===== config.mk =====
export PLATFORM = sky130hd
export DESIGN_NAME = cdr_regs
export DESIGN_NICKNAME = d
export VERILOG_FILES = /design/src/common/cdr_pkg.sv /design/src/rtl/cdr_event_field.sv /design/src/rtl/cdr_soft_reset.sv /design/src/rtl/cdr_regs.sv
export SDC_FILE = /design/constraint.sdc
export NUM_CORES = 1
export LEC_CHECK = 0
export ABC_AREA = 1
export BUFFER_PORTS_ARGS = -buffer_cell sky130_fd_sc_hd__buf_2
export CAP_MARGIN = 0
export CORE_MARGIN = 10
export CORE_UTILIZATION = 30
export CTS_CLUSTER_SIZE = 12
export DETAILED_ROUTE_END_ITERATION = 10
export GPL_TIMING_DRIVEN = 0
export PLACE_DENSITY = 0.47
export SYNTH_ARGS = -nofsm -noshare
export SYNTH_HDL_FRONTEND = slang
export SYNTH_SLANG_ARGS = --single-unit

===== constraint.sdc =====
create_clock -name sys_clk -period 5.05 [get_ports sys_clk]
set_clock_uncertainty 0.05 [all_clocks]
set_input_delay 0.505 -clock sys_clk [delete_from_list [all_inputs] [get_ports sys_clk]]
set_output_delay 0.505 -clock sys_clk [all_outputs]
set_load 0.01 [all_outputs]

===== src/common/cdr_pkg.sv =====
// Package of constants and types for the cable diagnostic result register bank.
`default_nettype none

package cdr_pkg;

    // ------------------------------------------------------------
    // Bus widths
    // ------------------------------------------------------------
    localparam int ADDR_W = 10;
    localparam int DATA_W = 16;

    // ------------------------------------------------------------
    // Register offsets
    // ------------------------------------------------------------
    localparam logic [ADDR_W-1:0] ADDR_BASIC_CTRL = 10'h000;
    localparam logic [ADDR_W-1:0] ADDR_LOC3 = 10'h182;
    localparam logic [ADDR_W-1:0] ADDR_LOC4 = 10'h183;
    localparam logic [ADDR_W-1:0] ADDR_LOC5 = 10'h184;
    localparam logic [ADDR_W-1:0] ADDR_AMP1 = 10'h185;
    localparam logic [ADDR_W-1:0] ADDR_AMP2 = 10'h186;
    localparam logic [ADDR_W-1:0] ADDR_AMP3 = 10'h187;
    localparam logic [ADDR_W-1:0] ADDR_AMP4 = 10'h188;
    localparam logic [ADDR_W-1:0] ADDR_AMP5 = 10'h189;
    localparam logic [ADDR_W-1:0] ADDR_GEN = 10'h18A;
    localparam logic [ADDR_W-1:0] ADDR_DIAG_STAT = 10'h1F0;
    localparam logic [ADDR_W-1:0] ADDR_DIAG_CTRL = 10'h1F1;
    localparam logic [ADDR_W-1:0] ADDR_LL2 = 10'h215;
    localparam logic [ADDR_W-1:0] ADDR_LL3 = 10'h21D;

    // ------------------------------------------------------------
    // Field positions and masks
    // ------------------------------------------------------------
    localparam int SOFT_RST_BIT = 15;
    localparam int DIAG_START_BIT = 0;
    localparam int STRAP_LSB = 4;
    localparam int STRAP_W = 2;
    localparam int BUSY_BIT = 0;
    localparam int OVF_BIT = 1;
    localparam int LINK_BIT = 2;
    localparam int REV_LSB = 4;
    localparam int REV_W = 4;
    localparam int CNT_LSB = 8;
    localparam int CNT_W = 8;
    // Arbitrary built-in revision value.
    localparam logic [REV_W-1:0] FIXED_REV = 4'h1;
    localparam logic [DATA_W-1:0] AMP_MASK = 16'h7F7F;
    localparam logic [DATA_W-1:0] GEN_MASK = 16'hFFFC;
    localparam logic [DATA_W-1:0] LL2_MASK = 16'h00FF;
    localparam logic [DATA_W-1:0] LL3_MASK = 16'h0FFF;
    localparam logic [DATA_W-1:0] ZERO16 = 16'h0000;

    // ------------------------------------------------------------
    // Timing
    // ------------------------------------------------------------
    localparam int CLK_PERIOD_NS = 10;
    localparam int SOFT_RST_NS = 150;
    localparam int SOFT_RST_CYC = (SOFT_RST_NS + CLK_PERIOD_NS - 1) / CLK_PERIOD_NS;

    // ------------------------------------------------------------
    // Types
    // ------------------------------------------------------------
    typedef struct packed {
        logic rd;
        logic wr;
        logic [ADDR_W-1:0] addr;
        logic [DATA_W-1:0] wdata;
    } cdr_mgmt_req_t;

    typedef struct packed {
        logic [2:0][DATA_W-1:0] loc;
        logic [4:0][DATA_W-1:0] amp;
        logic [DATA_W-1:0] gen;
    } cdr_diag_res_t;

    typedef enum logic [1:0] {
        FK_LH = 2'h0,
        FK_LL = 2'h1,
        FK_SC = 2'h3
    } cdr_field_kind_t;

    typedef enum logic {
        SR_IDLE = 1'b0,
        SR_HOLD = 1'b1
    } cdr_sr_state_t;

endpackage

`default_nettype wire


===== src/rtl/cdr_event_field.sv =====
// One hardware event field: latched high, latched low or event tracking.
`default_nettype none

module cdr_event_field
    import cdr_pkg::*;
#(
    parameter cdr_field_kind_t KIND = FK_LH,
    parameter logic RST_VAL = 1'b0
) (
    input wire logic sys_clk,
    input wire logic rst_n,
    input wire logic ev,
    input wire logic rd_clr,
    output logic q
);

    logic q_reg;
    logic q_next;

    // Set wins over the read clear so an event in the read cycle survives.
    always_comb begin
        case (KIND)
            FK_LH: q_next = ev | (q_reg & ~rd_clr);
            FK_LL: q_next = ev & (q_reg | rd_clr);
            FK_SC: q_next = ev;
            default: q_next = q_reg;
        endcase
    end

    always_ff @(posedge sys_clk) begin
        if (!rst_n) begin
            q_reg <= RST_VAL;
        end else begin
            q_reg <= q_next;
        end
    end

    assign q = q_reg;

endmodule

`default_nettype wire


===== src/rtl/cdr_soft_reset.sv =====
// Software reset sequencer that holds the bank in reset for a fixed time.
`default_nettype none

module cdr_soft_reset
    import cdr_pkg::*;
#(
    parameter int HOLD_CYC = SOFT_RST_CYC
) (
    input wire logic sys_clk,
    input wire logic resetn,
    input wire logic start,
    output logic active
);

    cdr_sr_state_t state_reg;
    cdr_sr_state_t state_next;
    logic [7:0] cnt_reg;
    logic [7:0] cnt_next;
    logic active_reg;
    wire logic cnt_done = (cnt_reg == 8'(HOLD_CYC - 1));

    always_comb begin
        state_next = state_reg;
        cnt_next = cnt_reg;
        case (state_reg)
            SR_IDLE: begin
                cnt_next = 8'h00;
                if (start) begin
                    state_next = SR_HOLD;
                end
            end
            SR_HOLD: begin
                cnt_next = cnt_reg + 8'h01;
                if (cnt_done) begin
                    state_next = SR_IDLE;
                end
            end
            default: state_next = SR_IDLE;
        endcase
    end

    always_ff @(posedge sys_clk) begin
        if (!resetn) begin
            state_reg <= SR_IDLE;
            cnt_reg <= 8'h00;
            active_reg <= 1'b0;
        end else begin
            state_reg <= state_next;
            cnt_reg <= cnt_next;
            active_reg <= (state_next == SR_HOLD);
        end
    end

    assign active = active_reg;

endmodule

`default_nettype wire


===== src/rtl/cdr_regs.sv =====
// Cable diagnostic result register bank with its field access semantics.
//
// Function
// - Clear-on-read fields ignore writes, return value, then zero after read, or one if a completion lands in the read cycle.
// - Strap-default fields load from the strap input once reset is released.
// - Latched-high fields set on event and hold until the register is read.
// - Latched-low fields clear on event, hold until read, then follow live.
// - Fixed read-only fields always return their built-in value, never change.
// - Self-clearing start bit takes a write of one, clears when action ends.
// - Event-tracking field follows its hardware event with no access needed.
// - Writing one to bit 15 starts soft reset, reads one, relatches straps.
`default_nettype none

module cdr_regs
    import cdr_pkg::*;
#(
    parameter int RST_HOLD_CYC = SOFT_RST_CYC
) (
    input wire logic sys_clk,
    input wire logic resetn,
    input wire cdr_mgmt_req_t mgmt_req,
    output logic [DATA_W-1:0] mgmt_rdata,
    output logic mgmt_rvalid,
    input wire logic [STRAP_W-1:0] strap_in,
    input wire logic diag_done,
    input wire cdr_diag_res_t diag_res,
    input wire logic diag_busy,
    input wire logic peak_ovf,
    input wire logic link_ok,
    input wire logic ll_done,
    input wire logic [DATA_W-1:0] ll2_in,
    input wire logic [DATA_W-1:0] ll3_in,
    output logic diag_run,
    output logic soft_rst_active,
    output logic [STRAP_W-1:0] strap_cfg
);

    // ------------------------------------------------------------
    // Address decode
    // ------------------------------------------------------------
    function automatic logic hit(input cdr_mgmt_req_t r, input logic [ADDR_W-1:0] a);
        hit = (r.addr == a);
    endfunction

    wire logic rd_stat = mgmt_req.rd && hit(mgmt_req, ADDR_DIAG_STAT);
    wire logic rd_ctrl = mgmt_req.rd && hit(mgmt_req, ADDR_BASIC_CTRL);
    wire logic wr_basic = mgmt_req.wr && hit(mgmt_req, ADDR_BASIC_CTRL);
    wire logic wr_dctrl = mgmt_req.wr && hit(mgmt_req, ADDR_DIAG_CTRL);
    wire logic sr_start = wr_basic && mgmt_req.wdata[SOFT_RST_BIT];
    wire logic diag_start = wr_dctrl && mgmt_req.wdata[DIAG_START_BIT];

    // ------------------------------------------------------------
    // Software reset
    // ------------------------------------------------------------
    // The sequencer only sees the pin reset, so it can end its own hold.
    // soft reset sequence
    cdr_soft_reset #(
        .HOLD_CYC(RST_HOLD_CYC)
    ) u_soft_reset (
        .sys_clk(sys_clk),
        .resetn(resetn),
        .start(sr_start),
        .active(soft_rst_active)
    );

    wire logic int_rst_n = resetn && !soft_rst_active;

    // ------------------------------------------------------------
    // Strap relatch
    // ------------------------------------------------------------
    logic strap_done_reg;
    logic [STRAP_W-1:0] strap_reg;

    always_ff @(posedge sys_clk) begin
        if (!int_rst_n) begin
            strap_done_reg <= 1'b0;
            strap_reg <= '0;
        end else if (!strap_done_reg) begin
            strap_done_reg <= 1'b1;
            strap_reg <= strap_in;
        end
    end

    assign strap_cfg = strap_reg;

    // ------------------------------------------------------------
    // Diagnostic start and event fields
    // ------------------------------------------------------------
    logic run_reg;

    always_ff @(posedge sys_clk) begin
        if (!int_rst_n) begin
            run_reg <= 1'b0;
        end else if (diag_start) begin
            run_reg <= 1'b1;
        end else if (diag_done) begin
            run_reg <= 1'b0;
        end
    end

    assign diag_run = run_reg;

    logic busy_q;
    logic ovf_q;
    logic link_q;

    cdr_event_field #(
        .KIND(FK_SC),
        .RST_VAL(1'b0)
    ) u_busy (
        .sys_clk(sys_clk),
        .rst_n(int_rst_n),
        .ev(diag_busy),
        .rd_clr(rd_stat),
        .q(busy_q)
    );

    cdr_event_field #(
        .KIND(FK_LH),
        .RST_VAL(1'b0)
    ) u_ovf (
        .sys_clk(sys_clk),
        .rst_n(int_rst_n),
        .ev(peak_ovf),
        .rd_clr(rd_stat),
        .q(ovf_q)
    );

    cdr_event_field #(
        .KIND(FK_LL),
        .RST_VAL(1'b0)
    ) u_link (
        .sys_clk(sys_clk),
        .rst_n(int_rst_n),
        .ev(link_ok),
        .rd_clr(rd_stat),
        .q(link_q)
    );

    // ------------------------------------------------------------
    // Completion counter, cleared by reading
    // ------------------------------------------------------------
    logic [CNT_W-1:0] cnt_reg;
    wire logic cnt_full = &cnt_reg;
    wire logic [CNT_W-1:0] cnt_inc = cnt_reg + CNT_W'(!cnt_full);

    // cleared by the read, a completion in that cycle still counts
    always_ff @(posedge sys_clk) begin
        if (!int_rst_n) begin
            cnt_reg <= '0;
        end else if (rd_stat) begin
            cnt_reg <= CNT_W'(diag_done);
        end else if (diag_done) begin
            cnt_reg <= cnt_inc;
        end
    end

    // ------------------------------------------------------------
    // Result registers
    // ------------------------------------------------------------
    logic [2:0][DATA_W-1:0] loc_reg;
    logic [4:0][DATA_W-1:0] amp_reg;
    logic [DATA_W-1:0] gen_reg;
    logic [DATA_W-1:0] ll2_reg;
    logic [DATA_W-1:0] ll3_reg;

    always_ff @(posedge sys_clk) begin
        if (!int_rst_n) begin
            loc_reg <= '0;
            amp_reg <= '0;
            gen_reg <= ZERO16;
        end else if (diag_done) begin
            loc_reg <= diag_res.loc;
            for (int i = 0; i < 5; i++) begin
                amp_reg[i] <= diag_res.amp[i] & AMP_MASK;
            end
            gen_reg <= diag_res.gen & GEN_MASK;
        end
    end

    always_ff @(posedge sys_clk) begin
        if (!int_rst_n) begin
            ll2_reg <= ZERO16;
            ll3_reg <= ZERO16;
        end else if (ll_done) begin
            ll2_reg <= ll2_in & LL2_MASK;
            ll3_reg <= ll3_in & LL3_MASK;
        end
    end

    // ------------------------------------------------------------
    // Read path
    // ------------------------------------------------------------
    logic [DATA_W-1:0] rd_mux;
    logic [DATA_W-1:0] stat_word;
    logic [DATA_W-1:0] dctrl_word;
    logic [DATA_W-1:0] rdata_reg;
    logic rvalid_reg;

    always_comb begin
        stat_word = ZERO16;
        stat_word[BUSY_BIT] = busy_q;
        stat_word[OVF_BIT] = ovf_q;
        stat_word[LINK_BIT] = link_q;
        stat_word[REV_LSB +: REV_W] = FIXED_REV;
        stat_word[CNT_LSB +: CNT_W] = cnt_reg;
        dctrl_word = ZERO16;
        dctrl_word[DIAG_START_BIT] = run_reg;
        dctrl_word[STRAP_LSB +: STRAP_W] = strap_reg;
    end

    // Unmapped offsets read as zero; writes to read-only offsets are dropped.
    always_comb begin
        case (mgmt_req.addr)
            ADDR_BASIC_CTRL: rd_mux = {soft_rst_active, 15'h0000};
            ADDR_LOC3: rd_mux = loc_reg[0];
            ADDR_LOC4: rd_mux = loc_reg[1];
            ADDR_LOC5: rd_mux = loc_reg[2];
            ADDR_AMP1: rd_mux = amp_reg[0];
            ADDR_AMP2: rd_mux = amp_reg[1];
            ADDR_AMP3: rd_mux = amp_reg[2];
            ADDR_AMP4: rd_mux = amp_reg[3];
            ADDR_AMP5: rd_mux = amp_reg[4];
            ADDR_GEN: rd_mux = gen_reg;
            ADDR_DIAG_STAT: rd_mux = stat_word;
            ADDR_DIAG_CTRL: rd_mux = dctrl_word;
            ADDR_LL2: rd_mux = ll2_reg;
            ADDR_LL3: rd_mux = ll3_reg;
            default: rd_mux = ZERO16;
        endcase
    end

    // The read port is kept alive during soft reset so bit 15 can be polled.
    always_ff @(posedge sys_clk) begin
        if (!resetn) begin
            rdata_reg <= ZERO16;
            rvalid_reg <= 1'b0;
        end else begin
            rdata_reg <= mgmt_req.rd ? rd_mux : ZERO16;
            rvalid_reg <= mgmt_req.rd;
        end
    end

    assign mgmt_rdata = rdata_reg;
    assign mgmt_rvalid = rvalid_reg;

    // ------------------------------------------------------------
    // Checks
    // ------------------------------------------------------------
    // Counts one soft reset hold in 8 bits, so its length is checked only modulo 256.
    logic [7:0] sr_len_reg;

    always_ff @(posedge sys_clk) begin
        if (!resetn || !soft_rst_active) begin
            sr_len_reg <= 8'h00;
        end else begin
            sr_len_reg <= sr_len_reg + 8'h01;
        end
    end
endmodule

`default_nettype wire


==> flow_summary.ini, run 1 <==
[drt]
drc_errors = 0
ant_nets = 0
routedWlPerCell_um = 19.4
num_vias = 9002
met1_length_um = 16700
drt_iter0_drc = 703
wl_met2_um = 15800
wl_um = 35600
drt-pass1-iter-count = 5
top_layer = met5
wl_met3_um = 2400
detail_route.vias_per_cell = 4.90

[place]
numPortBuffers = 194
place_area_um2 = 9970
dp_slack_ns = 2.33
place_inst = 1804
gp_congestion = 0.873
dp_hpwl_um = 28000

[yosys]
ys_async_sr_fraction = 0
synth_area_leaders = dfxtp_1 (45%), nand2_1 (19%), a21oi_1 (9.9%)
synth_xor_area_frac = 0.00411
synth-edff-count = 0
ys_ff_latch = 193
synth_top_family_by_area = simple AND/OR/NAND/NOR gates
synth.most_common_cell = nand2_1
synth.cell_area_um2 = 8520
ys_warn_count = 0
synthMuxAreaShare = 0
synthesis.nets = 1449
synthDistinctLibCells = 27
yosys.area.top_type_share = 0.453
synth_flop_cell = dfxtp_1
synth_top_area_cell = dfxtp_1
yosys.area_share.simple = 0.355
synth_common_cells = nand2_1 (428), dfxtp_1 (193), a21oi_1 (169), nor2_1 (102), nand4_1 (93)
netlist_instances = 1232
synthAdderAreaFrac = 0.00587
syn_avg_cell_area_um2 = 6.92
synth_compound_area_frac = 0.114
ys_seq_area_frac = 0.453

[clock_network]
hold_buffers = 0
clkTransAtPathRegs_ns = 0.07
cts_resized = 0
clkLatencyLatePin_ns = 0.44
cts_buffer_depth = 2
numCtsBuffers = 17
cts-htree-levels = 4
cts.sinks = 193
clock-root-buffer = clkbuf_16
tritoncts = yes
post_cts_buffers = 0

[sta]
hold_viol_final = 0
fin_worst_hold_slack_ns = 0.233
relSlewSlack = 0.418
fin_crit_sh = 0.497
setup_viol = 0
setup_ws_ns = 2.54
min_period_ns = 2.51
rsz0062_at_grt = no
max_freq_ghz = 0.398
slew_viol_final = 0
tightest_slew_ns = 0.873
tns_ns = 0

[finish]
utilization = 0.378
fin_nets = 1662
fin_area_um2 = 10600
final_cells = 1837
area_growth_pct = 24.0
drive_above_1_share = 0.190
fillers = 3193
largest_register_ffs = 70

[die]
die_w_um = 189
dieArea_um2 = 35600
coreArea_um2 = 27900
start_util = 0.305
num_rows = 61
ios = 234
die_h_um = 189

[critical_path]
worst-setup-path-type = reg2reg
timing.rr.start = u_soft_reset.state_reg
end_kind = flip-flop
required_ns = 5.29
worstSetupStartpointType = flip-flop
worstRegToRegCells = 5
rrSetupSlack_ns = 2.54
critPathArrivalTime_ns = 2.75
cp-endpoint = amp_reg[12]
cp_max_fo = 10
critPathLaunch = u_soft_reset.state_reg
reg2reg_to = amp_reg[12]

[grt]
grt_first_pass_wirelength_um = 53100
grt_pass1_vias = 8957
grt_max_degree = 17
antenna_found_initial = 2
grt_overflow_total = 0
grtUsageTotal = 0.195

[flow_run]
drv_cap = 0

[power]
ir_drop_v = 0.000229
p_leak_nw = 4.70
p_per_area_nw_per_um2 = 321
total_power_mw = 3.39

[min_path]
hp-class = in2reg

[outcome]
status = completed
-- kinds of logic after synthesis --
family,Yosys count
flops,193
buf+inv,137
xor+xnor,4
compound gates,193
fa+ha+maj,4
simple gates,701
-- area by class of cell --
type / count / area [um2] / share of cell area
diodes: 1 / 2.50 / 0.000237
plain buffers: 78 / 355 / 0.0336
inverters: 59 / 221 / 0.0209
repair buffers: 194 / 971 / 0.0918
multi-input cells: 902 / 4080 / 0.386
well taps: 378 / 473 / 0.0447
flip-flops and latches: 193 / 3860 / 0.365
clock buffers: 21 / 450 / 0.0426
clock inverters: 11 / 153 / 0.0144
-- worst max-delay path: stages, from the launching register on --
cell and delay, ns:
dfxtp_1 0.39, inv_1 0.06, nand2_1 0.37, clkbuf_1 0.66, clkbuf_1 0.73, a21oi_1 0.09
-- how the worst min path moves through the flow --
stage	start	to	slack (ns)	depth (start not counted)
6_report	peak_ovf	u_ovf.q	0.23	3
5_1_grt	peak_ovf	u_ovf.q	0.24	3
4_1_cts	peak_ovf	u_ovf.q	0.23	3
3_5_place_dp	loc_reg[2]	loc_reg[2]	0.40	2
3_3_place_gp	amp_reg[4]	amp_reg[4]	0.40	2
2_1_floorplan	ll3_reg[7]	ll3_reg[7]	0.38	2
-- cells in the final DEF, fill, tap and decap left out, types with 3 or more instances in the layout --
cell type and instances:
nor2_4 4, nor2_2 8, buf_4 4, nor3_1 3, clkbuf_16 17, ha_1 4
nand4_1 93, dfxtp_1 193, a21oi_1 169, inv_1 53, buf_6 3, inv_2 6
nor2_1 102, clkinvlp_4 3, clkbuf_1 49, xor2_1 4, o21ai_0 22, nand2_1 428
buf_2 214, nand3_1 50, buf_1 5, nand2_2 5, inv_6 3, bufinv_16 3
-- power breakdown --
group / internal (mW) / total [mW] / switching, mW
combinational: 0.114 / 0.315 / 0.202
clock: 0.799 / 1.44 / 0.639
sequential: 1.59 / 1.64 / 0.0474
total: 2.51 / 3.39 / 0.888
-- layer usage --
metal	global-route usage	up-vias
met5	0	-
met4	0.0504	2
met3	0.0397	38
met2	0.299	332
met1	0.271	4152
li1	-	4478
Power figures use the tool's default switching activity.
==> run 2: changes to the inputs <==
PLACE_DENSITY = 0.48   (was 0.47)
clock period = 2.3 ns   (was 5.05 ns; I/O delays follow)
==> flow_summary.ini, run 2 (synthesis gave the netlist of run 1 again) <==
[finish]
fin_area_um2 = 11200
final_cell_mix = nand2_1 (428), buf_2 (214), dfxtp_1 (193)
seq_area_um2 = 3860
fin_nets = 1723
utilization = 0.400
final_common_cell = nand2_1
fillers = 3105
final_cells = 1898
drive_above_1_share = 0.183
multi_input_area_um2 = 4080
area_growth_pct = 31.2
largest_register_ffs = 70

[critical_path]
end_kind = flip-flop
worstSetupStartpointType = flip-flop
reg2reg_to = amp_reg[13]
worstRegToRegCells = 5
required_ns = 2.55
cp_max_fo = 10
worst-setup-path-type = reg2reg
timing.rr.start = u_soft_reset.state_reg
critPathLaunch = u_soft_reset.state_reg
critPathArrivalTime_ns = 2.25
rrSetupSlack_ns = 0.30

[min_path]
hp-class = in2reg
hold_end = ll3_reg[3]
hold_depth = 3
hp-start = ll3_in[3]

[drt]
wl_um = 35800
drt_iter0_drc = 902
ant_nets = 0
detail_route.vias_per_cell = 4.84
routedWlPerCell_um = 18.9
num_vias = 9183
drc_errors = 0
drt-pass1-iter-count = 5

[clock_network]
clkLatencyLatePin_ns = 0.43
cts.sinks = 193
numCtsBuffers = 17
cts-htree-levels = 4
post_cts_buffers = 0
tritoncts = yes
cts_buffer_depth = 2
clock-root-buffer = clkbuf_16
clkTransAtPathRegs_ns = 0.07

[sta]
setup_viol = 0
rsz0062_at_grt = no
slew_viol_final = 0
hold_viol_final = 0
fin_crit_sh = 0.871
max_freq_ghz = 0.499
min_period_ns = 2.00
tightest_slew_ns = 0.753
fin_worst_hold_slack_ns = 0.00364
relSlewSlack = 0.498

[grt]
grt_max_degree = 17
antenna_found_initial = 3
grtUsageTotal = 0.195
grt_overflow_total = 0
grt_pass1_vias = 8990
grt_first_pass_wirelength_um = 53300

[power]
ir_drop_v = 0.000456
p_leak_nw = 4.97
p_per_area_nw_per_um2 = 672

[die]
dieArea_um2 = 35600
ios = 234
num_rows = 61
coreArea_um2 = 27900
start_util = 0.305
die_h_um = 189
die_w_um = 189

[place]
place_inst = 1804
dp_hpwl_um = 27900
place_area_um2 = 9970
gp_congestion = 0.879
numPortBuffers = 194

[flow_run]
drv_cap = 0

[outcome]
status = completed
[run 2: cell types whose count changed in the layout (fill, tap and decap cells not counted)]
cell / before / now
clkbuf_1: 49 / 46
clkbuf_2: 0 / 2
clkinv_2: 1 / 0
clkinv_4: 1 / 2
clkinvlp_4: 3 / 1
diode_2: 1 / 3
dlygate4sd3_1: 0 / 61
inv_6: 3 / 4
[run 2: cell type report]
type	count	share of cell area
antenna	3	0.000671
buffer	78	0.0320
clock buffer	20	0.0399
clock inverter	10	0.0134
inverter	59	0.0198
multi-input combinational	902	0.365
sequential	193	0.345
tap	378	0.0423
timing repair buffer	255	0.141
[run 2: worst max-delay path by stage]
stage          cells after the start           to
3_3_place_gp                       5  loc_reg[14]
4_1_cts                            5  amp_reg[13]
3_5_place_dp                       5  loc_reg[11]
6_report                           5  amp_reg[13]
2_1_floorplan                     10   cnt_reg[4]
5_1_grt                            5  amp_reg[25]
[run 2: report_power, final]
part	leakage (nW)	switching [mW]	internal [mW]
sequential	1.59	0.107	3.50
clock	0.288	1.39	1.75
combinational	3.09	0.454	0.317
total	4.97	1.95	5.57
[run 2: critical path: stages, from the launching register on]
cell      delay, ns
dfxtp_1        0.40
inv_1          0.05
nand2_1        0.38
clkbuf_2       0.42
clkbuf_1       0.47
a21oi_1        0.08
[run 2: what timing repair did]
action	4_1_cts	5_1_grt
hold buffers	61	0
resized for setup	1	3
endpoints found under the setup margin	10	75
hold endpoints to repair	61	0
[run 2: per-stage QoR]
step	worst slack [ns]	power (mW)	setup TNS, ns
final	0.298	7.52	0
after global routing	0.115	7.79	0
after detailed placement	-0.115	4.37	-1.06
after floorplan	0.628	4.00	0
after global placement	-0.141	4.36	-1.36
after CTS	0.0497	7.56	0
[run 2: per-layer routing]
| metal | vias up | GRT usage | wire length, um |
|---|---|---|---|
| met5 | - | 0 | 0 |
| met4 | 0 | 0.0473 | 555 |
| met3 | 30 | 0.0366 | 2470 |
| met2 | 313 | 0.301 | 16000 |
| met1 | 4247 | 0.274 | 16800 |
| li1 | 4593 | - | - |
==> run 3: changes to the inputs <==
CORE_UTILIZATION = 40   (was 30)
CTS_BUF_LIST = sky130_fd_sc_hd__clkbuf_8   (was default)
PLACE_DENSITY = 0.62   (was 0.48)
SETUP_SLACK_MARGIN = 0.5   (was default)
==> flow_summary.ini, run 3 (synthesis gave the netlist of run 1 again) <==
[critical_path]
critPathLaunch = cnt_reg[3]
worstPathCellList = nand2_2, nor3_2, nand3_1, nand3b_1, ha_2, nand4_1, nor2_2, nand3_2, or2_2, a21oi_1
cp_slowest_cell = dfxtp_4
critPathMaxStageDelay_ns = 0.36
timing.rr.start = cnt_reg[3]
end_kind = flip-flop
critPathArrivalTime_ns = 2.20
cp_max_fo = 3
required_ns = 2.66
worstSetupStartpointType = flip-flop
worst-setup-path-type = reg2reg

[die]
die_h_um = 166
start_util = 0.405
num_rows = 53
die_w_um = 166
ios = 234
dieArea_um2 = 27500
coreArea_um2 = 21000

[drt]
routedWlPerCell_um = 18.5
detail_route.vias_per_cell = 5.21
drt_iter0_drc = 994
drt-pass1-iter-count = 5
ant_nets = 0
wl_um = 35300
num_vias = 9920
wl_met3_um = 3240
top_layer = met4
wl_met2_um = 16000
met1_length_um = 15100
drc_errors = 0

[clock_network]
clkTransAtPathRegs_ns = 0.09
cts.sinks = 193
cts-htree-levels = 4
clkLatencyLatePin_ns = 0.48
numCtsBuffers = 17
tritoncts = yes
cts_buffer_depth = 2
clock-root-buffer = clkbuf_8

[finish]
final_cell_mix = nand2_1 (425), buf_2 (215), dfxtp_1 (189)
area_growth_pct = 40.1
drive_above_1_share = 0.188
final_common_cell = nand2_1
seq_area_um2 = 3870
fin_nets = 1831
multi_input_area_um2 = 4110
fin_area_um2 = 11900
largest_register_ffs = 70
fillers = 1973

[power]
total_power_mw = 6.74
ir_drop_v = 0.000289
p_per_area_nw_per_um2 = 564
p_leak_nw = 5.34

[grt]
grt_overflow_total = 0
grt_max_degree = 17
antenna_found_initial = 3
grtUsageTotal = 0.241
grt_first_pass_wirelength_um = 52700
grt_pass1_vias = 9372

[sta]
setup_viol = 0
hold_viol_final = 0
slew_viol_final = 0
setup_ws_ns = 0.463
min_period_ns = 1.84
tightest_slew_ns = 0.758
fin_crit_sh = 0.799
fin_worst_hold_slack_ns = 0.0231
max_freq_ghz = 0.544
rsz0062_at_grt = yes
relSlewSlack = 0.495

[place]
place_area_um2 = 9840
dp_hpwl_um = 25200
dp_slack_ns = -0.0404
numPortBuffers = 194
gp_congestion = 0.960

[outcome]
status = completed

[min_path]
hp-start = diag_res[77]
hp-class = in2reg

[flow_run]
drv_cap = 0
-- run 3: cell count changes in the layout (fill, tap and decap cells not counted), sizes merged --
cell | before | now
buf | 226 | 236
bufinv | 3 | 2
clkbuf | 66 | 63
clkinv | 2 | 5
clkinvlp | 1 | 3
dlygate4sd3 | 61 | 161
inv | 63 | 61
-- run 3: metrics by stage --
step / instances / util / TNS [ns]
global placement: 1701 / 0.468 / -0.221
global route: 1904 / 0.568 / 0
floorplan: 1232 / - / 0
finish: 1904 / 0.568 / 0
detailed placement: 1701 / 0.468 / -0.185
CTS: 1896 / 0.565 / 0
-- run 3: repair_timing --
action / in CTS / in global routing
hold endpoints to repair: 158 / 0
pin swaps: 1 / 2
endpoints found under the setup margin: 93 / 79
buffers inserted: 3 / 5
gates resized for setup: 9 / 19
hold buffers: 161 / 0
-- run 3: final cells by class --
cell class | count | area share
Timing Repair Buffer | 363 | 0.222
Clock inverter | 12 | 0.00995
Tap cell | 275 | 0.0288
Buffer | 78 | 0.0304
Inverter | 59 | 0.0185
Sequential cell | 193 | 0.324
Multi-Input combinational cell | 902 | 0.344
Clock buffer | 19 | 0.0219
Antenna cell | 3 | 0.000628
-- run 3: power by group --
part | internal (mW) | total [mW] | switching (mW) | leakage, nW
Sequential | 3.50 | 3.60 | 0.105 | 1.59
Combinational | 0.429 | 0.906 | 0.477 | 3.56
Clock | 1.00 | 2.23 | 1.23 | 0.196
-- run 3: critical path: cells and delay by family (launching register included) --
kind | cells | cell delay, ns
simple gates | 8 | 1.06
compound gates | 1 | 0.12
flops | 1 | 0.36
fa+ha+maj | 1 | 0.18
-- run 3: worst paths after layout --
path	endpoint	slack, ns	cells past startpoint
max	cnt_reg[7]	0.46	10
min reg2reg	amp_reg[45]	0.42	2
max reg2reg	cnt_reg[7]	0.46	10
min	amp_reg[61]	0.02	3
-- run 3: routing by layer --
metal,global-route usage,vias up
li1,-,4812
met1,0.313,4546
met2,0.384,500
met3,0.0513,62
met4,0.0863,0
met5,0,-
